==> config.mk <==
export PLATFORM = sky130hd
export DESIGN_NAME = adc_input_select_and_start_control
export DESIGN_NICKNAME = d
export VERILOG_FILES = /design/src/adc_ctrl_pkg.sv /design/src/adc_input_select_and_start_control.sv
export SDC_FILE = /design/constraint.sdc
export NUM_CORES = 1
export LEC_CHECK = 0
export ABC_AREA = 1
export BUFFER_PORTS_ARGS = -buffer_cell sky130_fd_sc_hd__buf_2
export CAP_MARGIN = 0
export CORE_UTILIZATION = 54
export CTS_CLUSTER_DIAMETER = 120
export DETAILED_ROUTE_END_ITERATION = 7
export HOLD_SLACK_MARGIN = 0.02
export PLACE_DENSITY = 0.87
export REMOVE_ABC_BUFFERS = 1
export SLEW_MARGIN = 20
export SYNTH_ARGS = -nofsm -noshare
export SYNTH_HDL_FRONTEND = slang
export SYNTH_SLANG_ARGS = --single-unit
==> constraint.sdc <==
create_clock -name sys_clk -period 2.1 [get_ports sys_clk]
set_clock_uncertainty 0.2 [all_clocks]
set_input_delay 0.42 -clock sys_clk [delete_from_list [all_inputs] [get_ports sys_clk]]
set_output_delay 0.42 -clock sys_clk [all_outputs]
set_load 0.02 [all_outputs]
==> src/adc_ctrl_pkg.sv <==
package adc_ctrl_pkg;

    localparam int          CLK_PERIOD_NS   = 100;
    localparam int          CONV_TIME_NS    = 40000;
    localparam int          CONV_CYCLES     = CONV_TIME_NS / CLK_PERIOD_NS;
    localparam int          DONE_READ_NS    = 600;
    localparam int          DONE_READ_CYC   = (DONE_READ_NS + CLK_PERIOD_NS - 1) / CLK_PERIOD_NS;
    localparam int          RESULT_W        = 8;
    localparam int          CFG_W           = 5;
    localparam int          NUM_CH          = 8;
    localparam int          SAR_STEPS       = 8;
    localparam int          STEP_CYCLES     = CONV_CYCLES / (SAR_STEPS + 2);
    localparam logic [4:0]  CFG_RESET       = 5'h00;
    localparam int          CFG_SE_BIT      = 3;
    localparam int          CFG_PSEUDO_BIT  = 4;
    localparam int          CFG_POL_BIT     = 0;

    typedef enum logic [1:0] {
        MODE_DIFF,
        MODE_SINGLE,
        MODE_PSEUDO
    } mux_mode_t;

    typedef struct packed {
        logic [NUM_CH-1:0] posSel;
        logic [NUM_CH-1:0] negSel;
        logic              negGround;
        mux_mode_t         mode;
    } mux_sel_t;

endpackage

==> src/adc_input_select_and_start_control.sv <==
// Overview of operation
// - config bit3/bit4 pick differential, single, pseudo
// - select plus write loads config, starts conversion
// - select plus read outputs result, reconverts
// - write accepted right after read-started conversion
// - sample plus then minus, half period apart
// - comparator judged at end of period
// - write fall clears done; rise latches config
// - read low through write keeps old config
// - finished result latched, done low; read clears
module adc_input_select_and_start_control
    import adc_ctrl_pkg::*;
(
    input  wire logic                sys_clk,
    input  wire logic                nrst,
    input  wire logic                chipSelect_n,
    input  wire logic                writeStrobe_n,
    input  wire logic                readStrobe_n,
    input  wire logic [RESULT_W-1:0] resultBusIn,
    output logic      [RESULT_W-1:0] resultBusOut,
    output logic      [RESULT_W-1:0] resultBusOe,
    output logic                     conversion_done_n,
    input  wire logic                compareHigh,
    output mux_sel_t                 muxSel,
    output logic                     samplePos,
    output logic                     sampleNeg,
    output logic      [RESULT_W-1:0] dacCode
);

    typedef enum logic [1:0] {
        S_IDLE,
        S_SAMPLE,
        S_APPROX
    } conv_state_t;

    function automatic mux_sel_t decode_cfg(input logic [CFG_W-1:0] cfg);
        mux_sel_t m;
        logic [2:0] idx;
        m   = '0;
        idx = cfg[2:0];
        if (!cfg[CFG_SE_BIT]) begin
            m.mode = MODE_DIFF;
            m.posSel[{cfg[2:1], cfg[CFG_POL_BIT]}]  = 1'b1;
            m.negSel[{cfg[2:1], ~cfg[CFG_POL_BIT]}] = 1'b1;
        end else if (!cfg[CFG_PSEUDO_BIT]) begin
            m.mode          = MODE_SINGLE;
            m.posSel[idx]   = 1'b1;
            m.negGround     = 1'b1;
        end else begin
            m.mode          = MODE_PSEUDO;
            m.posSel[idx]   = 1'b1;
            m.negSel[NUM_CH-1] = 1'b1;
        end
        return m;
    endfunction

    logic        wrAcc, rdAcc, wrAccPrev, rdAccPrev, rdDuringWr_q, rdDuringWr_d;
    logic        wrFall, wrRise, rdFall;
    logic [CFG_W-1:0]    cfg_q, cfg_d;
    logic [CFG_W-1:0]    cfgHold_q, cfgHold_d;
    logic [RESULT_W-1:0] result_q, result_d, sar_q, sar_d;
    logic        done_n_q, done_n_d;
    conv_state_t state_q, state_d;
    logic [9:0]  tick_q, tick_d;
    logic [3:0]  bit_q, bit_d;
    logic        startConv;

    assign wrAcc  = !chipSelect_n && !writeStrobe_n;
    assign rdAcc  = !chipSelect_n && !readStrobe_n;
    assign wrFall = wrAcc && !wrAccPrev;
    assign wrRise = !wrAcc && wrAccPrev;
    assign rdFall = rdAcc && !rdAccPrev;
    // a read-started conversion is simply restarted by a later write
    assign startConv = wrRise || rdFall;

    always_comb begin
        cfg_d        = cfg_q;
        cfgHold_d    = cfgHold_q;
        done_n_d     = done_n_q;
        rdDuringWr_d = rdDuringWr_q;
        if (wrFall)
            rdDuringWr_d = !readStrobe_n;
        else if (wrAcc && readStrobe_n)
            rdDuringWr_d = 1'b0;
        // data lines are taken while the strobe is low; once it is released they may
        // already carry the host's next value
        if (wrAcc)
            cfgHold_d = resultBusIn[CFG_W-1:0];
        if (wrRise && !rdDuringWr_q)
            cfg_d = cfgHold_q;
        if (wrFall || rdFall)
            done_n_d = 1'b1;
        else if (state_q == S_APPROX && tick_q == 10'(STEP_CYCLES - 1) && bit_q == 4'h0)
            done_n_d = 1'b0;
    end

    always_comb begin
        state_d  = state_q;
        tick_d   = tick_q;
        bit_d    = bit_q;
        sar_d    = sar_q;
        result_d = result_q;
        if (startConv) begin
            state_d = S_SAMPLE;
            tick_d  = '0;
            sar_d   = '0;
            bit_d   = 4'(SAR_STEPS - 1);
        end else begin
            unique case (state_q)
                S_IDLE: ;
                S_SAMPLE: begin
                    if (tick_q == 10'(STEP_CYCLES - 1)) begin
                        tick_d  = '0;
                        state_d = S_APPROX;
                        sar_d[bit_q[2:0]] = 1'b1;
                    end else
                        tick_d = tick_q + 10'h001;
                end
                S_APPROX: begin
                    if (tick_q == 10'(STEP_CYCLES - 1)) begin
                        tick_d = '0;
                        // decision taken at the end of the step, after input spikes settle
                        if (!compareHigh)
                            sar_d[bit_q[2:0]] = 1'b0;
                        if (bit_q == 4'h0) begin
                            state_d  = S_IDLE;
                            result_d = compareHigh ? sar_q : (sar_q & ~8'h01);
                        end else begin
                            bit_d = bit_q - 4'h1;
                            sar_d[bit_q[2:0] - 3'h1] = 1'b1;
                        end
                    end else
                        tick_d = tick_q + 10'h001;
                end
                default: state_d = S_IDLE;
            endcase
        end
    end

    always_ff @(posedge sys_clk or negedge nrst) begin
        if (!nrst) begin
            wrAccPrev    <= 1'b0;
            rdAccPrev    <= 1'b0;
            rdDuringWr_q <= 1'b0;
            cfg_q        <= CFG_RESET;
            cfgHold_q    <= CFG_RESET;
            done_n_q     <= 1'b1;
            state_q      <= S_IDLE;
            tick_q       <= '0;
            bit_q        <= '0;
            sar_q        <= '0;
            result_q     <= '0;
        end else begin
            wrAccPrev    <= wrAcc;
            rdAccPrev    <= rdAcc;
            rdDuringWr_q <= rdDuringWr_d;
            cfg_q        <= cfg_d;
            cfgHold_q    <= cfgHold_d;
            done_n_q     <= done_n_d;
            state_q      <= state_d;
            tick_q       <= tick_d;
            bit_q        <= bit_d;
            sar_q        <= sar_d;
            result_q     <= result_d;
        end
    end

    assign conversion_done_n = done_n_q;
    assign resultBusOut      = result_q;
    assign resultBusOe       = {RESULT_W{rdAcc}};
    assign muxSel            = decode_cfg(cfg_q);
    assign dacCode           = sar_q;
    // plus sampled in first half of the sample step, minus half a period later
    assign samplePos = (state_q == S_SAMPLE) && (tick_q < 10'(STEP_CYCLES / 2));
    assign sampleNeg = (state_q == S_SAMPLE) && (tick_q >= 10'(STEP_CYCLES / 2));

    property p_write_loads;
        @(posedge sys_clk) disable iff (!nrst)
        (wrRise && !rdDuringWr_q) |=> cfg_q == $past(resultBusIn[CFG_W-1:0], 2);
    endproperty
    a_write_loads: assert property (p_write_loads) else $error("config not loaded");

    property p_read_restarts;
        @(posedge sys_clk) disable iff (!nrst)
        rdFall |=> state_q == S_SAMPLE && tick_q == 10'h000 && $stable(cfg_q);
    endproperty
    a_read_restarts: assert property (p_read_restarts) else $error("read no restart");

    property p_write_after_read;
        @(posedge sys_clk) disable iff (!nrst)
        (state_q == S_SAMPLE && wrRise) |=> tick_q == 10'h000;
    endproperty
    a_write_after_read: assert property (p_write_after_read) else $error("write refused");

    property p_sample_order;
        @(posedge sys_clk) disable iff (!nrst)
        (samplePos && !sampleNeg) ##1 !samplePos |-> sampleNeg || state_q != S_SAMPLE;
    endproperty
    a_sample_order: assert property (p_sample_order) else $error("sample order");

    property p_fall_clears;
        @(posedge sys_clk) disable iff (!nrst)
        wrFall |=> conversion_done_n;
    endproperty
    a_fall_clears: assert property (p_fall_clears) else $error("done not cleared");

    property p_read_keeps;
        @(posedge sys_clk) disable iff (!nrst)
        (wrRise && rdDuringWr_q) |=> $stable(cfg_q);
    endproperty
    a_read_keeps: assert property (p_read_keeps) else $error("config changed");

    property p_done_time;
        @(posedge sys_clk) disable iff (!nrst)
        startConv ##1 !startConv [*8] |-> ##[0:400] (!conversion_done_n || startConv);
    endproperty
    a_done_time: assert property (p_done_time) else $error("done late");

    property p_decode;
        @(posedge sys_clk) disable iff (!nrst)
        (cfg_q[CFG_SE_BIT] && cfg_q[CFG_PSEUDO_BIT]) |-> muxSel.negSel[NUM_CH-1];
    endproperty
    a_decode: assert property (p_decode) else $error("pseudo decode");

    c_write: cover property (@(posedge sys_clk) disable iff (!nrst) wrRise && !rdDuringWr_q);
    c_read_then_write: cover property (@(posedge sys_clk) disable iff (!nrst)
        rdFall ##[1:20] wrRise);
    c_done: cover property (@(posedge sys_clk) disable iff (!nrst) $fell(conversion_done_n));

endmodule

==> results_tabular.tex, run 1 <==
\begin{tabular}{lr}
\hline
Metric & Value \\
\hline
\multicolumn{2}{l}{\textbf{Yosys}} \\
Number of storage elements in the synthesis netlist & 46 \\
Most frequent cell after synthesis & sky130\_fd\_sc\_hd\_\_nand2\_1 \\
Post-synth cell types & 31 \\
Primary FF master, synth & sky130\_fd\_sc\_hd\_\_dfrtp\_1 \\
Ys async rst share & 100.0\% \\
Number of enable flip-flop cells after synthesis & 0 \\
Share of Yosys cell area claimed by the top area cell type & between 40\% and 50\% \\
Cell type with the largest total area after synthesis & sky130\_fd\_sc\_hd\_\_dfrtp\_1 \\
Gate count after technology mapping & around 380 \\
Synth Warn \# & 0 \\
Post-synthesis area per instance & between 7 and 8 um2 \\
Sequential fraction of the synthesis area & 41.66\% \\
Synth area leaders & sky130\_fd\_sc\_hd\_\_dfrtp\_1 (41\%), sky130\_fd\_sc\_hd\_\_nand2\_1 (17\%), sky130\_fd\_sc\_hd\_\_inv\_1 (5.4\%), sky130\_fd\_sc\_hd\_\_o21ai\_0 (4.5\%), sky130\_fd\_sc\_hd\_\_nand3\_1 (4.3\%) \\
Post-synthesis instance area & 0.002766 mm2 \\
Most used standard cells in the synthesized netlist & sky130\_fd\_sc\_hd\_\_nand2\_1 (124), sky130\_fd\_sc\_hd\_\_dfrtp\_1 (45), sky130\_fd\_sc\_hd\_\_inv\_1 (40) \\
\multicolumn{2}{l}{\textbf{Worst setup path}} \\
Kind of start point of the critical path & flop \\
Element type at the critical path end & primary output \\
Kind of critical path & reg2out \\
Max FO, Critical Path & 3 \\
Endpoint arrival time on the critical path & 1.43 ns \\
Required time at the endpoint of the critical path & between 1 and 1.5 ns \\
\multicolumn{2}{l}{\textbf{Clocking}} \\
Number of buffers created by CTS & 5 \\
Clk\_lat worst skew & 0.31 ns \\
Root buffer selected by CTS & sky130\_fd\_sc\_hd\_\_clkbuf\_8 \\
Total number of clock tree sinks & between 40 and 50 \\
Clock Pin Slew Worst Setup and Hold Paths & approximately 0.090 ns \\
Maximum clock insertion buffer count & 2 \\
H-tree lvl count & 2 \\
Clock tree from TritonCTS & built \\
\multicolumn{2}{l}{\textbf{Global route}} \\
Maximum number of pins on one net before global-route repair & 30 \\
Grt met3 use & under 10\% \\
Number of antenna violations at the first check in global routing & 0 \\
Number of global-route vias before repair & $\sim$2300 \\
Met1 Resource Use GR & between 20\% and 30\% \\
Final global-route overflow total & 0 \\
Routing usage on met2 & 39.04\% \\
First-pass GRT wire length & between 9 and 10 mm \\
Overall track demand over capacity in global routing & 22.66\% \\
Highest-utilization routing layer at the global route stage & met2 \\
\multicolumn{2}{l}{\textbf{Place}} \\
\# placed instances & roughly 490 \\
Detailed-placement wirelength estimate & 4.305 mm \\
Routability Congestion & between 0.9 and 1 \\
Port bufs & 56 \\
Worst slack, placed & approximately 0.23 ns \\
\multicolumn{2}{l}{\textbf{Routing}} \\
Initial DRC Count & $\sim$150 \\
Per-cell via count in the routed design & a little over 5 \\
Aggregate routed wire length & 5.928 mm \\
Residual DRC & 0 \\
Total vias in the final route & 2575 \\
Drt wl/cell & 11.95 um \\
First drt pass iteration count & 5 \\
Antenna violation net count after detailed routing & 0 \\
\multicolumn{2}{l}{\textbf{Power}} \\
PnR Total Power & 2.728 mW \\
Pleak & $\sim$1.8 nW \\
PwrDens & about 850 mW/mm2 \\
Worst vdd rail ir drop & around 0.00045 V \\
\multicolumn{2}{l}{\textbf{Final layout}} \\
Share of final-layout standard cells stronger than drive strength 1 & between 20\% and 30\% \\
Final Non-Filler Cells & 496 \\
NumNets Final & about 450 \\
Utilization of the core after routing & 66.39\% \\
Number of fill cells & 433 \\
Number of diodes added for antenna fixing & 0 \\
Layout overhead on the synthesized area & 15.60\% \\
\multicolumn{2}{l}{\textbf{Floorplan}} \\
Top-level I/O count & 60 \\
Height of the die & 73.58 um \\
Total core area & 0.004817 mm2 \\
Area enclosed by the die boundary & approximately 0.0054 mm2 \\
Die Span X & $\sim$74 um \\
Starting density of the core & a little under three fifths \\
Row count & 25 \\
\multicolumn{2}{l}{\textbf{Timing}} \\
Final setup violating endpoints & 0 \\
Max frequency & just under 500 MHz \\
Tightest Pin Transition & 0.4448 ns \\
Post-Route Setup TNS & 0 ns \\
Post-route fraction of the period consumed by the critical path & between 90\% and 100\% \\
Unrepaired setup endpoints after global routing & true \\
Slew margin rel. & a little over two thirds \\
Pins Over Slew Limit & 0 \\
Post-layout minimum cycle time & between 2 and 2.5 ns \\
Number of endpoints with negative hold slack in the final report & 0 \\
Final setup margin & 0.05195 ns \\
\multicolumn{2}{l}{\textbf{Job}} \\
Max Cap Violations & 0 \\
\multicolumn{2}{l}{\textbf{Hold path}} \\
Classification of the worst-slack hold path & in2reg \\
\multicolumn{2}{l}{\textbf{Status}} \\
Status & complete, no violations \\
\hline
\end{tabular}
per-layer routing:
layer | share of wire [%] | up-vias | wire length (um)
met4 | 1.7 | 0 | 103
li1 | - | 1292 | -
met5 | 0 | - | 0
met3 | 4.9 | 12 | 291
met1 | 45 | 1197 | 2645
met2 | 49 | 74 | 2888
per-stage QoR:
step | area [um2] | hold slack [ns]
after floorplan | 2645 | -0.07559
after global placement | 3052 | 0.1815
after detailed placement | 3052 | 0.1882
after CTS | 3182 | 0.1203
after global routing | 3198 | 0.1228
final | 3198 | 0.1245
placed cells by master (no fill, tap or decap), types with 6 or more instances in the layout:
cell type	n
sky130_fd_sc_hd__ha_1	6
sky130_fd_sc_hd__nor2_1	20
sky130_fd_sc_hd__dfrtp_1	42
sky130_fd_sc_hd__o21ai_0	24
sky130_fd_sc_hd__nand2_2	6
sky130_fd_sc_hd__a21oi_1	12
sky130_fd_sc_hd__inv_1	39
sky130_fd_sc_hd__buf_2	55
sky130_fd_sc_hd__nor4_1	7
sky130_fd_sc_hd__o21ai_2	9
sky130_fd_sc_hd__nor3_1	9
sky130_fd_sc_hd__nand3_1	24
sky130_fd_sc_hd__nand2_1	124
area by class of cell:
type / instances / area (um2) / share of cell area, %
repair buffers: 62 / 342.8 / 10.72
well taps: 67 / 83.83 / 2.621
inverters: 45 / 171.4 / 5.360
multi-input cells: 268 / 1331 / 41.63
clock buffers: 5 / 68.82 / 2.152
clock inverters: 3 / 43.79 / 1.369
flip-flops and latches: 46 / 1156 / 36.15
worst paths after layout:
check                                  start           endpoint  slack, ns  depth (start not counted)
max                                tick_q[6]          samplePos       0.05                          6
min                             readStrobe_n       rdDuringWr_q       0.12                          2
max reg2reg                         bit_q[1]         dacCode[5]       0.16                         12
min reg2reg                conversion_done_n  conversion_done_n       0.27                          2
max in group asynchronous               nrst  conversion_done_n       0.74                          3
min in group asynchronous               nrst         dacCode[6]       0.38                          2
state kept, by name, summed over array words and instances (netlist names):
name	count
bit_q	4
cfgHold_q	5
cfg_q	5
conversion_done_n	1
dacCode	8
rdAccPrev	1
rdDuringWr_q	1
resultBusOut	8
state_q	2
tick_q	10
wrAccPrev	1
worst max-delay path, stage by stage (launching register included):
cell                      delay, ns
sky130_fd_sc_hd__dfrtp_1       0.41
sky130_fd_sc_hd__inv_1         0.10
sky130_fd_sc_hd__nand2_1       0.11
sky130_fd_sc_hd__nor2_4        0.14
sky130_fd_sc_hd__nand3_1       0.09
sky130_fd_sc_hd__nor2_1        0.12
sky130_fd_sc_hd__buf_4         0.16
report_power, final:
group / switching (mW) / leakage, nW / internal [mW]
sequential: 0.126 / 0.591 / 1.00
clock: 0.321 / 0.0585 / 0.357
combinational: 0.628 / 1.10 / 0.296
logic make-up after synthesis:
group | count (synthesis) | synth area share, %
compound gates | 51 | 10.67
xor+xnor | 1 | 0.3167
fa+ha+maj | 6 | 2.714
buf+inv | 64 | 10.58
flops | 46 | 41.66
simple gates | 210 | 34.06
timing repair:
item	4_1_cts	5_1_grt
gates resized for setup	3	5
hold endpoints to repair	17	0
setup buffers	0	1
pin swaps	0	1
hold buffers	1	0
endpoints found under the setup margin	2	6
No activity file was read; power rests on OpenSTA's default activity.
==> inputs of run 2 (changes only) <==
CTS_BUF_LIST = sky130_fd_sc_hd__clkbuf_16   (was not set)
SLEW_MARGIN = not set   (was 20)
==> run 2 against run 1 <==
Die area unchanged. Critical path depth unchanged. Global-route usage rose by 1.5 points. Final cell count grew 0.20%. Critical path type unchanged. Via count grew 1.4%. Hold slack gained 0.0086 ns. Combinational power rose by 0.8%. Sequential cell count stayed put. Non-clock buffer count up 1. Count of clock-buffer cells in the layout is the same. Maximum frequency is 2.0% lower. Sequential share of layout area fell by 0.86 points.
==> results_tabular.tex, run 2 (synthesized netlist as in run 1, its figures left out) <==
\begin{tabular}{lr}
\hline
Metric & Value \\
\hline
\multicolumn{2}{l}{\textbf{Status}} \\
Status & complete, no violations \\
\multicolumn{2}{l}{\textbf{Timing}} \\
Post-Route Setup TNS & 0 ns \\
Pins Over Slew Limit & 0 \\
Post-route fraction of the period consumed by the critical path & between 90\% and 100\% \\
Slew margin rel. & about 70\% \\
Tightest Pin Transition & $\sim$0.45 ns \\
Post-layout minimum cycle time & roughly 2.1 ns \\
Final setup violating endpoints & 0 \\
Number of endpoints with negative hold slack in the final report & 0 \\
Max frequency & about 480 MHz \\
\multicolumn{2}{l}{\textbf{Clocking}} \\
Root buffer selected by CTS & sky130\_fd\_sc\_hd\_\_clkbuf\_16 \\
Clock tree from TritonCTS & built \\
Clk\_lat worst skew & 0.30 ns \\
Clock Pin Slew Worst Setup and Hold Paths & 0.07 ns \\
Number of buffers created by CTS & 5 \\
Total number of clock tree sinks & 46 \\
H-tree lvl count & 2 \\
Maximum clock insertion buffer count & 2 \\
\multicolumn{2}{l}{\textbf{Worst setup path}} \\
Max FO, Critical Path & 5 \\
Endpoint arrival time on the critical path & around 1.5 ns \\
Required time at the endpoint of the critical path & around 1.5 ns \\
Element type at the critical path end & primary output \\
Kind of start point of the critical path & flop \\
Kind of critical path & reg2out \\
\multicolumn{2}{l}{\textbf{Routing}} \\
Aggregate routed wire length & roughly 6.3 mm \\
Antenna violation net count after detailed routing & 0 \\
Residual DRC & 0 \\
Per-cell via count in the routed design & between 5 and 6 \\
Drt wl/cell & about 13 um \\
Total vias in the final route & about 2600 \\
First drt pass iteration count & 4 \\
Initial DRC Count & $\sim$210 \\
\multicolumn{2}{l}{\textbf{Final layout}} \\
Number of diodes added for antenna fixing & 0 \\
Max reg flops & 10 \\
Top library cells by usage in the layout, fill and taps aside & sky130\_fd\_sc\_hd\_\_nand2\_1 (124), sky130\_fd\_sc\_hd\_\_buf\_2 (55), sky130\_fd\_sc\_hd\_\_dfrtp\_1 (42), sky130\_fd\_sc\_hd\_\_inv\_1 (40) \\
NumNets Final & 449 \\
Register with the most flip-flops & tick\_q \\
Layout overhead on the synthesized area & 18.41\% \\
Utilization of the core after routing & 68.00\% \\
Most common cell after layout, fill and taps aside & sky130\_fd\_sc\_hd\_\_nand2\_1 \\
Final instance area & around 0.0033 mm2 \\
Share of final-layout standard cells stronger than drive strength 1 & 25.58\% \\
\multicolumn{2}{l}{\textbf{Floorplan}} \\
Die Span X & approximately 74 um \\
Area enclosed by the die boundary & 0.005413 mm2 \\
Row count & 25 \\
Height of the die & around 74 um \\
Starting density of the core & a little under three fifths \\
Total core area & a little under 0.005 mm2 \\
Top-level I/O count & 60 \\
\multicolumn{2}{l}{\textbf{Power}} \\
PwrDens & around 910 mW/mm2 \\
Pleak & 1.781 nW \\
Worst vdd rail ir drop & between 0.0006 and 0.0007 V \\
PnR Total Power & approximately 3 mW \\
\multicolumn{2}{l}{\textbf{Place}} \\
Port bufs & between 50 and 60 \\
Post-DP Area & 0.003052 mm2 \\
Routability Congestion & 0.9390 \\
Detailed-placement wirelength estimate & approximately 4.3 mm \\
\multicolumn{2}{l}{\textbf{Hold path}} \\
Classification of the worst-slack hold path & in2reg \\
\multicolumn{2}{l}{\textbf{Global route}} \\
Highest-utilization routing layer at the global route stage & met2 \\
First-pass GRT wire length & just over 10 mm \\
Number of global-route vias before repair & 2408 \\
Met1 Resource Use GR & between 20\% and 30\% \\
Maximum number of pins on one net before global-route repair & 30 \\
Overall track demand over capacity in global routing & between 20\% and 30\% \\
Number of antenna violations at the first check in global routing & 0 \\
Grt met3 use & 3.704\% \\
Final global-route overflow total & 0 \\
Routing usage on met2 & between 40\% and 50\% \\
\multicolumn{2}{l}{\textbf{Job}} \\
Max Cap Violations & 0 \\
\hline
\end{tabular}
run 2: worst paths after layout:
check | to | depth (start not counted) | start | slack, ns
hold / removal | rdDuringWr_q | 2 | readStrobe_n | 0.13
min in group asynchronous | dacCode[6] | 2 | nrst | 0.40
setup reg to reg | dacCode[4] | 12 | bit_q[1] | 0.18
setup / recovery | sampleNeg | 6 | tick_q[7] | 0.009
max in group asynchronous | conversion_done_n | 3 | nrst | 0.73
hold reg to reg | conversion_done_n | 2 | conversion_done_n | 0.27
run 2: routing by layer:
layer	wire length, um	share of wire [%]
met1	2671	42
met2	3217	51
met3	286	4.5
met4	129	2.0
met5	0	0
run 2: report_power, final:
| part | internal (mW) | switching, mW |
|---|---|---|
| logic | 0.297 | 0.634 |
| registers | 1.00 | 0.128 |
| clock network | 0.564 | 0.366 |
| total | 1.86 | 1.13 |
run 2: stage by stage:
stage,hold WS [ns],instances,setup WS (ns)
CTS,0.1417,495,0.01507
global placement,0.1815,486,0.2698
global route,0.1446,497,-0.02097
finish,0.1331,497,0.009246
detailed placement,0.1882,486,0.2251
floorplan,-0.07559,359,-0.7040
run 2: cell type report:
| cell class | count | area [um2] |
|---|---|---|
| clock inverters | 3 | 43.79 |
| fillers | 419 | 1541 |
| repair buffers | 63 | 350.3 |
| well taps | 67 | 83.83 |
| clock buffers | 5 | 125.1 |
| inverters | 45 | 171.4 |
| multi-input cells | 268 | 1345 |
| flip-flops and latches | 46 | 1156 |
run 2: worst max-delay path, stage by stage (launching register included):
cell,delay (ns)
sky130_fd_sc_hd__dfrtp_1,0.36
sky130_fd_sc_hd__inv_1,0.09
sky130_fd_sc_hd__nand2_1,0.15
sky130_fd_sc_hd__nor2_4,0.06
sky130_fd_sc_hd__buf_4,0.13
sky130_fd_sc_hd__a31oi_1,0.18
sky130_fd_sc_hd__buf_2,0.21
run 2: what timing repair did:
action | CTS | global route
endpoints found under the setup margin | 2 | 10
hold buffers | 1 | 0
endpoints found under the hold margin | 17 | 0
cloned | 0 | 0
pin swaps | 0 | 1
gates resized for setup | 2 | 8
setup buffers | 0 | 2
==> inputs of run 3 (changes only) <==
CORE_UTILIZATION = 30   (was 54)
PLACE_DENSITY = 0.57   (was 0.87)
==> run 3 against run 2 <==
The flow now finishes with violations (DRC). Sequential cell count stayed put. Die area up 78%. Non-clock buffer count up 1. First-iteration DRC count is 56% lower. Via count decreased by 3.5%. Largest cell class unchanged. Largest power group unchanged.
==> results_tabular.tex, run 3 (synthesized netlist as in run 1, its figures left out) <==
\begin{tabular}{lr}
\hline
Metric & Value \\
\hline
\multicolumn{2}{l}{\textbf{Global route}} \\
Final global-route overflow total & 0 \\
Maximum number of pins on one net before global-route repair & 28 \\
Overall track demand over capacity in global routing & 13.94\% \\
Number of antenna violations at the first check in global routing & 0 \\
Number of global-route vias before repair & approximately 2300 \\
First-pass GRT wire length & roughly 11 mm \\
\multicolumn{2}{l}{\textbf{Worst setup path}} \\
Most frequent CP cell & sky130\_fd\_sc\_hd\_\_inv\_1 \\
Cell-by-cell trace of the critical path & inv\_1 > ha\_1 > inv\_1 > a31oi\_1 > buf\_2 \\
Kind of critical path & reg2out \\
Endpoint arrival time on the critical path & 1.41 ns \\
Kind of start point of the critical path & flop \\
Required time at the endpoint of the critical path & $\sim$1.5 ns \\
Cell family with the largest share of critical-path delay & flip-flops \\
Element type at the critical path end & primary output \\
Number of buffers and inverters on the critical path & 3 \\
Max FO, Critical Path & 3 \\
Crit-path max cell delay & roughly 0.40 ns \\
Highest-delay cell along the critical path & sky130\_fd\_sc\_hd\_\_dfrtp\_1 \\
\multicolumn{2}{l}{\textbf{Power}} \\
Switching share of total power & between 30\% and 40\% \\
PnR Total Power & between 2 and 3 mW \\
Share of total power in the clock network & 30.9\% \\
Pleak & roughly 1.8 nW \\
Switching power & $\sim$1.1 mW \\
Combinational group share of total power & roughly a third \\
PwrDens & around 900 mW/mm2 \\
Worst vdd rail ir drop & 0.0002993 V \\
Register share of total power & a little under two fifths \\
Design internal power & between 1.5 and 2 mW \\
\multicolumn{2}{l}{\textbf{Status}} \\
Status & finished, violations left \\
Failing checks & DRC \\
\multicolumn{2}{l}{\textbf{Timing}} \\
Post-layout minimum cycle time & slightly above 2 ns \\
Post-route fraction of the period consumed by the critical path & 96.46\% \\
Tightest Pin Transition & between 0.4 and 0.5 ns \\
Slew margin rel. & approximately 70\% \\
Number of endpoints with negative hold slack in the final report & 0 \\
Post-Route Hold Slack & 0.1318 ns \\
Max frequency & between 400 and 500 MHz \\
Final setup violating endpoints & 0 \\
Pins Over Slew Limit & 0 \\
Unrepaired setup endpoints after global routing & true \\
\multicolumn{2}{l}{\textbf{Place}} \\
Post-DP Area & $\sim$0.0031 mm2 \\
Port bufs & between 50 and 60 \\
Detailed-placement wirelength estimate & $\sim$4.6 mm \\
Routability Congestion & between 0.8 and 0.9 \\
\# placed instances & 529 \\
\multicolumn{2}{l}{\textbf{Clocking}} \\
H-tree lvl count & 2 \\
Clock tree from TritonCTS & built \\
Number of buffers created by CTS & 5 \\
Clk\_lat worst skew & just under 0.3 ns \\
Root buffer selected by CTS & sky130\_fd\_sc\_hd\_\_clkbuf\_16 \\
Maximum clock insertion buffer count & 2 \\
Total number of clock tree sinks & between 40 and 50 \\
Clock Pin Slew Worst Setup and Hold Paths & 0.07 ns \\
\multicolumn{2}{l}{\textbf{Routing}} \\
Initial DRC Count & just over 90 \\
Aggregate routed wire length & between 6 and 7 mm \\
Total vias in the final route & 2520 \\
Residual DRC & 5 \\
Drt wl/cell & about 11 um \\
First drt pass iteration count & 7 \\
Antenna violation net count after detailed routing & 0 \\
Per-cell via count in the routed design & approximately 4.7 \\
\multicolumn{2}{l}{\textbf{Final layout}} \\
Utilization of the core after routing & 37.77\% \\
Final instance area & between 0.003 and 0.004 mm2 \\
Final Non-Filler Cells & about 540 \\
Layout overhead on the synthesized area & 20.22\% \\
Register with the most flip-flops & tick\_q \\
Top library cells by usage in the layout, fill and taps aside & sky130\_fd\_sc\_hd\_\_nand2\_1 (124), sky130\_fd\_sc\_hd\_\_buf\_2 (55), sky130\_fd\_sc\_hd\_\_dfrtp\_1 (42), sky130\_fd\_sc\_hd\_\_inv\_1 (40), sky130\_fd\_sc\_hd\_\_o21ai\_0 (25) \\
Most common cell after layout, fill and taps aside & sky130\_fd\_sc\_hd\_\_nand2\_1 \\
Share of final-layout standard cells stronger than drive strength 1 & 25.75\% \\
Number of diodes added for antenna fixing & 0 \\
Number of fill cells & a little over 900 \\
NumNets Final & 450 \\
Max reg flops & 10 \\
\multicolumn{2}{l}{\textbf{Hold path}} \\
Classification of the worst-slack hold path & in2reg \\
\multicolumn{2}{l}{\textbf{Floorplan}} \\
Row count & 34 \\
Height of the die & about 98 um \\
Top-level I/O count & 60 \\
Die Span X & 98.03 um \\
Total core area & between 0.008 and 0.009 mm2 \\
Area enclosed by the die boundary & between 0.009 and 0.01 mm2 \\
Starting density of the core & a little under a third \\
\multicolumn{2}{l}{\textbf{Job}} \\
Max Cap Violations & 0 \\
\hline
\end{tabular}
==> run 3: cell count changes in the layout (fill, tap and decap cells not counted), sizes merged <==
cell,change
buf,+1
==> run 3: worst register-to-register path: stages, from the launching register on <==
cell and delay, ns:
sky130_fd_sc_hd__dfrtp_1 0.48, sky130_fd_sc_hd__inv_2 0.10, sky130_fd_sc_hd__ha_1 0.25, sky130_fd_sc_hd__inv_1 0.06
sky130_fd_sc_hd__nand2_1 0.07, sky130_fd_sc_hd__nand2_1 0.17, sky130_fd_sc_hd__nor2_2 0.16, sky130_fd_sc_hd__nand2_1 0.07
sky130_fd_sc_hd__nand2_1 0.06, sky130_fd_sc_hd__nand2_1 0.05, sky130_fd_sc_hd__nand2_1 0.06, sky130_fd_sc_hd__nand2_1 0.05
sky130_fd_sc_hd__nand2_1 0.06
==> run 3: path summary, 6_finish.rpt <==
kind,to,cells past startpoint,start,slack [ns]
worst max-delay path,sampleNeg,5,state_q[1],0.07
worst min-delay path,rdDuringWr_q,2,readStrobe_n,0.13
worst max register to register,dacCode[5],12,bit_q[0],0.22
worst min register to register,conversion_done_n,2,conversion_done_n,0.28
max in group asynchronous,conversion_done_n,3,nrst,0.71
min in group asynchronous,resultBusOut[1],2,nrst,0.41
==> run 3: timing repair <==
item                                    4_1_cts  5_1_grt
setup buffers                                 0        1
endpoints found under the setup margin        2        8
hold buffers                                  1        0
pin swaps                                     0        1
cloned                                        0        0
gates resized for setup                       3        5
hold endpoints to repair                     19        0
==> run 3: layout make-up <==
| class | instances | area (um2) | area share, % |
|---|---|---|---|
| Clock buffer | 5 | 125.1 | 3.762 |
| Clock inverter | 3 | 43.79 | 1.317 |
| Inverter | 45 | 171.4 | 5.154 |
| Multi-Input combinational cell | 268 | 1336 | 40.18 |
| Sequential cell | 46 | 1156 | 34.76 |
| Tap cell | 108 | 135.1 | 4.063 |
| Timing Repair Buffer | 64 | 357.8 | 10.76 |
==> run 3: power groups by stage <==
stage                     sequential (mW)  clock [mW]  combinational [mW]
after floorplan                      1.14           0               0.615
after global placement               1.13           0               0.903
after detailed placement             1.14           0               0.926
after CTS                            1.12       0.946               0.931
after global routing                 1.15       0.984                1.07
final                                1.12       0.921               0.937
==> run 3: stage by stage <==
stage / setup WS (ns) / setup TNS (ns)
floorplan: -0.7040 / -21.39
global placement: 0.2632 / 0
detailed placement: 0.2566 / 0
CTS: 0.004518 / 0
global route: -0.005655 / -0.008734
finish: 0.07442 / 0
==> run 3: layer usage <==
layer  part of all wire [%]  track usage (%)  vias to the layer above
met5                      0                0                        -
met4                    1.4            4.545                        0
met3                    4.2            2.792                        7
met2                     49            23.62                       50
met1                     46            17.75                     1154
li1                       -                -                     1309
